--- config.mk ---
export PLATFORM = sky130hd
export DESIGN_NAME = pmic_io_ddr_reset_config
export DESIGN_NICKNAME = d
export VERILOG_FILES = /design/src/hw/pmic_io_pkg.sv /design/src/hw/pin_sync.sv /design/src/hw/pmic_io_ddr_reset_config.sv
export SDC_FILE = /design/constraint.sdc
export NUM_CORES = 1
export LEC_CHECK = 0
export BUFFER_PORTS_ARGS = -buffer_cell sky130_fd_sc_hd__buf_2
export CAP_MARGIN = 15
export CELL_PAD_IN_SITES_DETAIL_PLACEMENT = 1
export CELL_PAD_IN_SITES_GLOBAL_PLACEMENT = 1
export CORE_MARGIN = 1.5
export CORE_UTILIZATION = 42
export CTS_BUF_LIST = sky130_fd_sc_hd__clkbuf_8
export CTS_CLUSTER_DIAMETER = 150
export DETAILED_ROUTE_END_ITERATION = 7
export PLACE_DENSITY_LB_ADDON = 0.1
export SYNTH_ARGS = -nofsm -noshare
export SYNTH_HDL_FRONTEND = slang
export SYNTH_SLANG_ARGS = --single-unit
--- constraint.sdc ---
create_clock -name i_clk -period 1.95 [get_ports i_clk]
set_clock_uncertainty 0.2 [all_clocks]
set_input_delay 0.2925 -clock i_clk [delete_from_list [all_inputs] [get_ports i_clk]]
set_output_delay 0.2925 -clock i_clk [all_outputs]
set_load 0.02 [all_outputs]
--- src/hw/pmic_io_pkg.sv ---
package pmic_io_pkg;
    // synchroniser depth for pin and power-good inputs
    localparam int SYNC_STAGES = 2;
    // reset values of the configuration and user bits
    localparam logic RST_MEMORY_RESET_MODE_SELECT = 1'b0;
    localparam logic RST_OUT_BUFFER_TYPE_SELECT   = 1'b0;
    localparam logic RST_CORE_RAIL_RESET_ENABLE   = 1'b0;
    localparam logic RST_PIN_ONE_USER_LEVEL       = 1'b1;
    localparam logic RST_PIN_TWO_USER_LEVEL       = 1'b1;
    localparam logic RST_PIN_THREE_USER_LEVEL     = 1'b1;
    // register offsets of the local control and status registers
    localparam logic [3:0] ADDR_CONFIG = 4'h0;
    localparam logic [3:0] ADDR_USER   = 4'h1;
    localparam logic [3:0] ADDR_STATUS = 4'h2;
    localparam logic [3:0] ADDR_SEQ    = 4'h3;
    // config register field positions
    localparam int CFG_MEM_MODE_BIT = 0;
    localparam int CFG_BUF_TYPE_BIT = 1;
    localparam int CFG_RAIL_RST_BIT = 2;
    // user register field positions
    localparam int USR_ONE_BIT   = 0;
    localparam int USR_TWO_BIT   = 1;
    localparam int USR_THREE_BIT = 2;
    // sequencer-control register field positions
    localparam int SEQ_ONE_OWN_BIT   = 0;
    localparam int SEQ_THREE_OWN_BIT = 1;
    // status register field positions
    localparam int STS_PIN_ONE_BIT   = 0;
    localparam int STS_PIN_THREE_BIT = 1;
    localparam int STS_MAIN_POWER_GOOD_BIT     = 2;
    localparam int STS_OUT_LVL_BIT   = 3;
    localparam int STS_LATCHED_BIT   = 4;
    // read value of an unmapped address
    localparam logic [7:0] UNMAPPED_READ = 8'h00;
    // memory reset output source states
    typedef enum logic [2:0] {
        DDR_HOLD_LOW = 3'b001,
        DDR_FOLLOW   = 3'b010,
        DDR_LATCHED  = 3'b100
    } ddr_state_t;
endpackage : pmic_io_pkg

--- src/hw/pin_sync.sv ---
// two-stage synchroniser for a bundle of asynchronous levels
module pin_sync #(
    parameter int WIDTH = 3
) (
    // clock and reset
    input  wire logic             i_clk,
    input  wire logic             i_rst,
    // asynchronous and synchronised levels
    input  wire logic [WIDTH-1:0] i_async,
    input  wire logic [WIDTH-1:0] i_init,
    output logic      [WIDTH-1:0] o_sync
);
    import pmic_io_pkg::*;

    logic [WIDTH-1:0] meta_r;
    logic [WIDTH-1:0] sync_r;
    logic             seeded_r;

    // refuse an empty bundle at elaboration
    if (WIDTH < 1) begin : g_bad_width
        $error("pin_sync: WIDTH must be at least 1");
    end

    // first stage feeds only the second; stages reset low, then seeded once
    always_ff @(posedge i_clk or posedge i_rst) begin
        if (i_rst) begin
            meta_r   <= '0;
            sync_r   <= '0;
            seeded_r <= 1'b0;
        end else begin
            meta_r   <= i_async;
            sync_r   <= seeded_r ? meta_r : i_init;
            seeded_r <= 1'b1;
        end
    end

    assign o_sync = sync_r;
endmodule : pin_sync

--- src/hw/pmic_io_ddr_reset_config.sv ---
// Overview of operation
// - memory mode off: pin one is open drain, low on 0, released on 1.
// - pin one level comes from its user bit or from the sequencer.
// - memory mode, power good high: pin one is input, output pin copies it.
// - memory mode, after reset until power good rises: output pin driven low.
// - memory mode, power good falls: latch output level, hold while power good low.
// - memory mode off: output pin follows its own user bit.
// - output pin buffer selectable between open drain and push-pull.
// - pin three open drain output from user bit or sequencer.
// - pin three may instead be a reset input for both core bucks.
// - buffer select 0 gives open drain, 1 gives push-pull.
// - rail reset enabled: each pin three falling edge restores both core buck defaults.
module pmic_io_ddr_reset_config (
    // clock and reset
    input  wire logic       i_clk,
    input  wire logic       i_rst,
    // register port
    input  wire logic [3:0] i_addr,
    input  wire logic [7:0] i_wdata,
    input  wire logic       i_wr,
    input  wire logic       i_rd,
    output logic      [7:0] o_rdata,
    // power sequencer levels and main power good
    input  wire logic       i_seq_pin_one_level,
    input  wire logic       i_seq_pin_three_level,
    input  wire logic       i_main_power_good,
    // ddr_reset_io_pin
    input  wire logic       i_ddr_reset_io_pin,
    output logic            o_ddr_reset_io_pin,
    output logic            o_ddr_reset_io_pin_oe,
    // ddr_reset_out_pin
    output logic            o_ddr_reset_out_pin,
    output logic            o_ddr_reset_out_pin_oe,
    // rail_reset_io_pin
    input  wire logic       i_rail_reset_io_pin,
    output logic            o_rail_reset_io_pin,
    output logic            o_rail_reset_io_pin_oe,
    // core buck voltage register reset pulses
    output logic            o_core_buck_a_restore,
    output logic            o_core_buck_b_restore
);
    import pmic_io_pkg::*;

    // configuration and user bits
    logic memory_reset_mode_select_r, memory_reset_mode_select_nxt;
    logic out_buffer_type_select_r, out_buffer_type_select_nxt;
    logic core_rail_reset_enable_r, core_rail_reset_enable_nxt;
    logic pin_one_user_level_r, pin_one_user_level_nxt;
    logic pin_two_user_level_r, pin_two_user_level_nxt;
    logic pin_three_user_level_r, pin_three_user_level_nxt;
    logic seq_owns_one_r, seq_owns_one_nxt;
    logic seq_owns_three_r, seq_owns_three_nxt;
    logic [7:0] rdata_r, rdata_nxt;

    // synchronised inputs and edge history
    logic [2:0] sync_lvl;
    logic       pin_one_s, pin_three_s, main_power_good_s;
    logic       main_power_good_d_r, main_power_good_d_nxt;
    logic       pin_three_d_r, pin_three_d_nxt;

    // memory reset output path
    ddr_state_t ddr_state_r, ddr_state_nxt;
    logic       ddr_level_r, ddr_level_nxt;
    logic       restore_r, restore_nxt;

    // pin outputs
    logic out_one_r, out_one_nxt, oe_one_r, oe_one_nxt;
    logic out_two_r, out_two_nxt, oe_two_r, oe_two_nxt;
    logic out_three_r, out_three_nxt, oe_three_r, oe_three_nxt;

    // read mux decode
    function automatic logic [7:0] read_word(input logic [3:0] addr, input logic [7:0] cfg,
                                             input logic [7:0] usr, input logic [7:0] seq,
                                             input logic [7:0] sts);
        case (addr)
            ADDR_CONFIG: read_word = cfg;
            ADDR_USER:   read_word = usr;
            ADDR_SEQ:    read_word = seq;
            ADDR_STATUS: read_word = sts;
            default:     read_word = UNMAPPED_READ;
        endcase
    endfunction : read_word

    // synchronisers seeded with idle-high levels and power good low
    pin_sync #(
        .WIDTH (3)
    ) u_sync (
        .i_clk   (i_clk),
        .i_rst   (i_rst),
        .i_async ({i_main_power_good, i_rail_reset_io_pin, i_ddr_reset_io_pin}),
        .i_init  (3'b011),
        .o_sync  (sync_lvl)
    );
    assign pin_one_s   = sync_lvl[0];
    assign pin_three_s = sync_lvl[1];
    assign main_power_good_s     = sync_lvl[2];

    // register writes and read data
    always_comb begin
        logic [7:0] cfg, usr, seq, sts;
        cfg = '0;
        usr = '0;
        seq = '0;
        sts = '0;
        memory_reset_mode_select_nxt = memory_reset_mode_select_r;
        out_buffer_type_select_nxt   = out_buffer_type_select_r;
        core_rail_reset_enable_nxt   = core_rail_reset_enable_r;
        pin_one_user_level_nxt       = pin_one_user_level_r;
        pin_two_user_level_nxt       = pin_two_user_level_r;
        pin_three_user_level_nxt     = pin_three_user_level_r;
        seq_owns_one_nxt             = seq_owns_one_r;
        seq_owns_three_nxt           = seq_owns_three_r;
        if (i_wr && i_addr == ADDR_CONFIG) begin
            memory_reset_mode_select_nxt = i_wdata[CFG_MEM_MODE_BIT];
            out_buffer_type_select_nxt   = i_wdata[CFG_BUF_TYPE_BIT];
            core_rail_reset_enable_nxt   = i_wdata[CFG_RAIL_RST_BIT];
        end
        if (i_wr && i_addr == ADDR_USER) begin
            pin_one_user_level_nxt   = i_wdata[USR_ONE_BIT];
            pin_two_user_level_nxt   = i_wdata[USR_TWO_BIT];
            pin_three_user_level_nxt = i_wdata[USR_THREE_BIT];
        end
        if (i_wr && i_addr == ADDR_SEQ) begin
            seq_owns_one_nxt   = i_wdata[SEQ_ONE_OWN_BIT];
            seq_owns_three_nxt = i_wdata[SEQ_THREE_OWN_BIT];
        end
        cfg[CFG_MEM_MODE_BIT]  = memory_reset_mode_select_r;
        cfg[CFG_BUF_TYPE_BIT]  = out_buffer_type_select_r;
        cfg[CFG_RAIL_RST_BIT]  = core_rail_reset_enable_r;
        usr[USR_ONE_BIT]       = pin_one_user_level_r;
        usr[USR_TWO_BIT]       = pin_two_user_level_r;
        usr[USR_THREE_BIT]     = pin_three_user_level_r;
        seq[SEQ_ONE_OWN_BIT]   = seq_owns_one_r;
        seq[SEQ_THREE_OWN_BIT] = seq_owns_three_r;
        sts[STS_PIN_ONE_BIT]   = pin_one_s;
        sts[STS_PIN_THREE_BIT] = pin_three_s;
        sts[STS_MAIN_POWER_GOOD_BIT]     = main_power_good_s;
        sts[STS_OUT_LVL_BIT]   = ddr_level_r;
        sts[STS_LATCHED_BIT]   = (ddr_state_r == DDR_LATCHED);
        rdata_nxt = i_rd ? read_word(i_addr, cfg, usr, seq, sts) : '0;
    end

    // memory reset output source: hold low, follow host, or latched
    always_comb begin
        ddr_state_nxt   = ddr_state_r;
        ddr_level_nxt   = ddr_level_r;
        main_power_good_d_nxt     = main_power_good_s;
        pin_three_d_nxt = pin_three_s;
        case (ddr_state_r)
            DDR_HOLD_LOW: begin
                ddr_level_nxt = 1'b0;
                if (main_power_good_s) begin
                    ddr_state_nxt = DDR_FOLLOW;
                end
            end
            DDR_FOLLOW: begin
                if (!main_power_good_s && main_power_good_d_r) begin
                    ddr_state_nxt = DDR_LATCHED;
                end else begin
                    ddr_level_nxt = pin_one_s;
                end
            end
            DDR_LATCHED: begin
                if (main_power_good_s) begin
                    ddr_state_nxt = DDR_FOLLOW;
                    ddr_level_nxt = pin_one_s;
                end
            end
            default: begin
                ddr_state_nxt = DDR_HOLD_LOW;
                ddr_level_nxt = 1'b0;
            end
        endcase
        // falling edge of pin three restores core buck defaults
        restore_nxt = core_rail_reset_enable_r && pin_three_d_r && !pin_three_s;
    end

    // pin drive
    always_comb begin
        logic one_lvl, two_lvl, three_lvl;
        one_lvl   = seq_owns_one_r ? i_seq_pin_one_level : pin_one_user_level_r;
        three_lvl = seq_owns_three_r ? i_seq_pin_three_level : pin_three_user_level_r;
        two_lvl   = memory_reset_mode_select_r ? ddr_level_r : pin_two_user_level_r;
        // pin one open drain, or input in memory mode
        out_one_nxt = 1'b0;
        oe_one_nxt  = !memory_reset_mode_select_r && !one_lvl;
        // output pin buffer type
        out_two_nxt = two_lvl;
        oe_two_nxt  = out_buffer_type_select_r ? 1'b1 : !two_lvl;
        // pin three is released when used as reset input
        out_three_nxt = 1'b0;
        oe_three_nxt  = !core_rail_reset_enable_r && !three_lvl;
    end

    // state registers
    always_ff @(posedge i_clk or posedge i_rst) begin
        if (i_rst) begin
            memory_reset_mode_select_r <= RST_MEMORY_RESET_MODE_SELECT;
            out_buffer_type_select_r   <= RST_OUT_BUFFER_TYPE_SELECT;
            core_rail_reset_enable_r   <= RST_CORE_RAIL_RESET_ENABLE;
            pin_one_user_level_r       <= RST_PIN_ONE_USER_LEVEL;
            pin_two_user_level_r       <= RST_PIN_TWO_USER_LEVEL;
            pin_three_user_level_r     <= RST_PIN_THREE_USER_LEVEL;
            seq_owns_one_r             <= 1'b0;
            seq_owns_three_r           <= 1'b0;
            rdata_r                    <= '0;
            main_power_good_d_r                  <= 1'b0;
            pin_three_d_r              <= 1'b1;
            ddr_state_r                <= DDR_HOLD_LOW;
            ddr_level_r                <= 1'b0;
            restore_r                  <= 1'b0;
            out_one_r                  <= 1'b0;
            oe_one_r                   <= 1'b0;
            out_two_r                  <= 1'b0;
            oe_two_r                   <= 1'b0;
            out_three_r                <= 1'b0;
            oe_three_r                 <= 1'b0;
        end else begin
            memory_reset_mode_select_r <= memory_reset_mode_select_nxt;
            out_buffer_type_select_r   <= out_buffer_type_select_nxt;
            core_rail_reset_enable_r   <= core_rail_reset_enable_nxt;
            pin_one_user_level_r       <= pin_one_user_level_nxt;
            pin_two_user_level_r       <= pin_two_user_level_nxt;
            pin_three_user_level_r     <= pin_three_user_level_nxt;
            seq_owns_one_r             <= seq_owns_one_nxt;
            seq_owns_three_r           <= seq_owns_three_nxt;
            rdata_r                    <= rdata_nxt;
            main_power_good_d_r                  <= main_power_good_d_nxt;
            pin_three_d_r              <= pin_three_d_nxt;
            ddr_state_r                <= ddr_state_nxt;
            ddr_level_r                <= ddr_level_nxt;
            restore_r                  <= restore_nxt;
            out_one_r                  <= out_one_nxt;
            oe_one_r                   <= oe_one_nxt;
            out_two_r                  <= out_two_nxt;
            oe_two_r                   <= oe_two_nxt;
            out_three_r                <= out_three_nxt;
            oe_three_r                 <= oe_three_nxt;
        end
    end

    // outputs from flip-flops
    assign o_rdata                = rdata_r;
    assign o_ddr_reset_io_pin     = out_one_r;
    assign o_ddr_reset_io_pin_oe  = oe_one_r;
    assign o_ddr_reset_out_pin    = out_two_r;
    assign o_ddr_reset_out_pin_oe = oe_two_r;
    assign o_rail_reset_io_pin    = out_three_r;
    assign o_rail_reset_io_pin_oe = oe_three_r;
    assign o_core_buck_a_restore  = restore_r;
    assign o_core_buck_b_restore  = restore_r;
endmodule : pmic_io_ddr_reset_config

==> impl_metrics.toml <==
[run_status]
status = "finished, violations left"
violations = "design-rule violations"

[floorplan]
floorplan.rows = 19
start_util = 0.451
die_height_um = 57.9
die_x_um = 57.9
core-area_sq_um = 2810
io_pins = 37
dieArea_sq_um = 3350

[setup_path]
crit_fanout = 7
start_kind = "flop"
cp_cell_sequence = "or4b_4 -> a21bo_1 -> a21boi_2"
crit_buf_inv = 0
worstSetupStartpoint = "u_sync.o_sync[2]"
critPathRequiredTime_ns = 1.96
crit_family = "simple AND/OR/NAND/NOR gates"
crit_slowest_cell = "or4b_4"
cp_data_arrival_time_ns = 1.58
r2r-start = "u_sync.o_sync[2]"
setup.worst_path.end_class = "flop"
path_class = "reg2reg"
crit_path_max_incr_delay_ns = 0.51

[timing]
drv_slew = 0
tns_ns = 0
period_minus_slack_ns = 1.57
setup_viol = 0
rsz0062_at_grt = "false"
setup_ws_ns = 0.383
finalCritPeriodShare = 0.804
hold_viol_final = 0
max_freq_ghz = 0.638

[synthesis]
synth_edf_count = 0
synth_top_area_frac = 0.514
syn_area_sq_um = 1260
syn_avg_cell_area_sq_um = 13.9
synth_area_leader_cell = "dfrtp_1"
synthCells = 91
yosys_register_bits = 31
ys.flop_type = "dfrtp_1"
synth_top_cells_by_area = "dfrtp_1 51%, dfstp_2 10%, mux2_2 5.3%"
synth_seq_area_share = 0.618
yosys_warnings = 0
synth-async-reset-ratio = 1.00
ys_types = 34

[pwr]
p_clk_frac = 0.325
p_sw_frac = 0.275
power_frac_comb = 0.153
peakVddDrop_v = 0.000563
p_sw_mw = 0.415
power.internal_mw = 1.10
seqPwrFrac = 0.522
p_leak_nw = 0.757
p_per_area_nw_per_um2 = 971

[drt]
wire_per_inst_um = 14.3
via_count = 814
drt_iter0_drc = 30
drt_wl_total_mm = 2.29
vias_per_cell = 5.09
drc_errors = 12
ant_nets = 0
drt-pass1-iter-count = 6

[clock_network]
clock_sinks = 31
cts_hold_buffers = 6
cts-resized-gates = 0
clockBufferDepth = 2
cts_tree = "done"
cts_buffers = 5
htreeDepth = 2
cts_root_buffer = "clkbuf_8"
clk_latency_ns = 0.28
clkTransAtPathRegs_ns = 0.07
postCtsSetupRepairBufs = 0

[placed_design]
post-dp-hpwl_mm = 1.68
dp_slack_ns = 0.386
io_buffers = 26
routabilityCongestion = 0.728

[global_route]
grt_max_degree = 32
grt_remaining_overflow = 0
antenna_found_initial = 0
grt_pass1_wl_mm = 3.91
grt_pass1_vias = 860
grt_use_total = 0.163

[cells_and_area]
final_nets = 149
antenna_cells = 0
fillers = 305
register_area_sq_um = 782
drive_above_1_share = 0.403
mostFrequentLayoutCells = "26 x dfrtp_1, 26 x buf_2, 6 x mux2_2, 6 x conb_1, 6 x dlygate4sd3_1"
multiInputGateArea_sq_um = 439
area_growth_pct = 23.1

[flow_run]
drv_cap = 0

[hold_path]
min_from = "i_wdata[2]"
hold_path_class = "in2reg"
sequential cells by signal, summed over array words and instances (netlist names), 3 cells and up:
register / flops
ddr_state_r: 3
u_sync.meta_r: 3
u_sync.o_sync: 3
o_rdata: 5
cells by family after synthesis:
kind of cell,share of synthesized area
AO/OA/AOI/OAI,0.0584
other,0.00594
buffers and inverters,0.0465
flip-flops,0.618
AND/OR/NAND/NOR,0.147
multiplexers,0.124
metal layers:
layer,global-route usage,routed length (um),up-vias
met4,0.0897,47,0
met5,0,0,-
met3,0.0536,137,6
li1,-,-,381
met1,0.188,968,398
met2,0.266,1130,29
final cells by class:
class | instances | share of cell area
clock buffer | 5 | 0.0442
timing repair buffer | 34 | 0.132
inverter | 1 | 0.00241
clock inverter | 3 | 0.0129
tap | 31 | 0.0249
multi-input combinational | 55 | 0.282
sequential | 31 | 0.502
stage by stage:
stage	hold slack [ns]	util	power [mW]	instance area, sq um	instances
after floorplan	0.124	-	0.952	1280	95
after global placement	0.180	0.502	1.02	1410	146
after detailed placement	0.191	0.502	1.03	1410	146
after CTS	0.0305	0.555	1.54	1560	160
after global routing	0.0524	0.555	1.60	1560	160
final	0.0384	0.555	1.51	1560	160
cells in the mapped netlist, types with 2 or more instances:
library cell and count:
buf_2 2, mux2_2 6, nand2b_1 4, buf_4 6, dfstp_2 5, and3_1 3, mux2_1 3, dfrtp_1 26
nor2b_1 5, a211oi_1 2, nor2_1 4, mux4_2 2, conb_1 2
power groups by stage:
stage	clock, mW	sequential (mW)	combinational, mW
after detailed placement	0	0.803	0.225
after global routing	0.539	0.804	0.252
final	0.491	0.791	0.231
after floorplan	0	0.818	0.133
after CTS	0.510	0.791	0.235
after global placement	0	0.797	0.220
worst paths after layout:
check	slack, ns	to	cells past startpoint
worst max register to register	0.38	ddr_level_r	3
worst max-delay path	0.38	ddr_level_r	3
worst min register to register	0.22	pin_three_d_r	0
max in group asynchronous	0.81	pin_two_user_level_r	4
worst min-delay path	0.04	core_rail_reset_enable_r	2
min in group asynchronous	0.42	ddr_state_r[2]	4
Note: power is estimated with default switching activity, not from simulation.
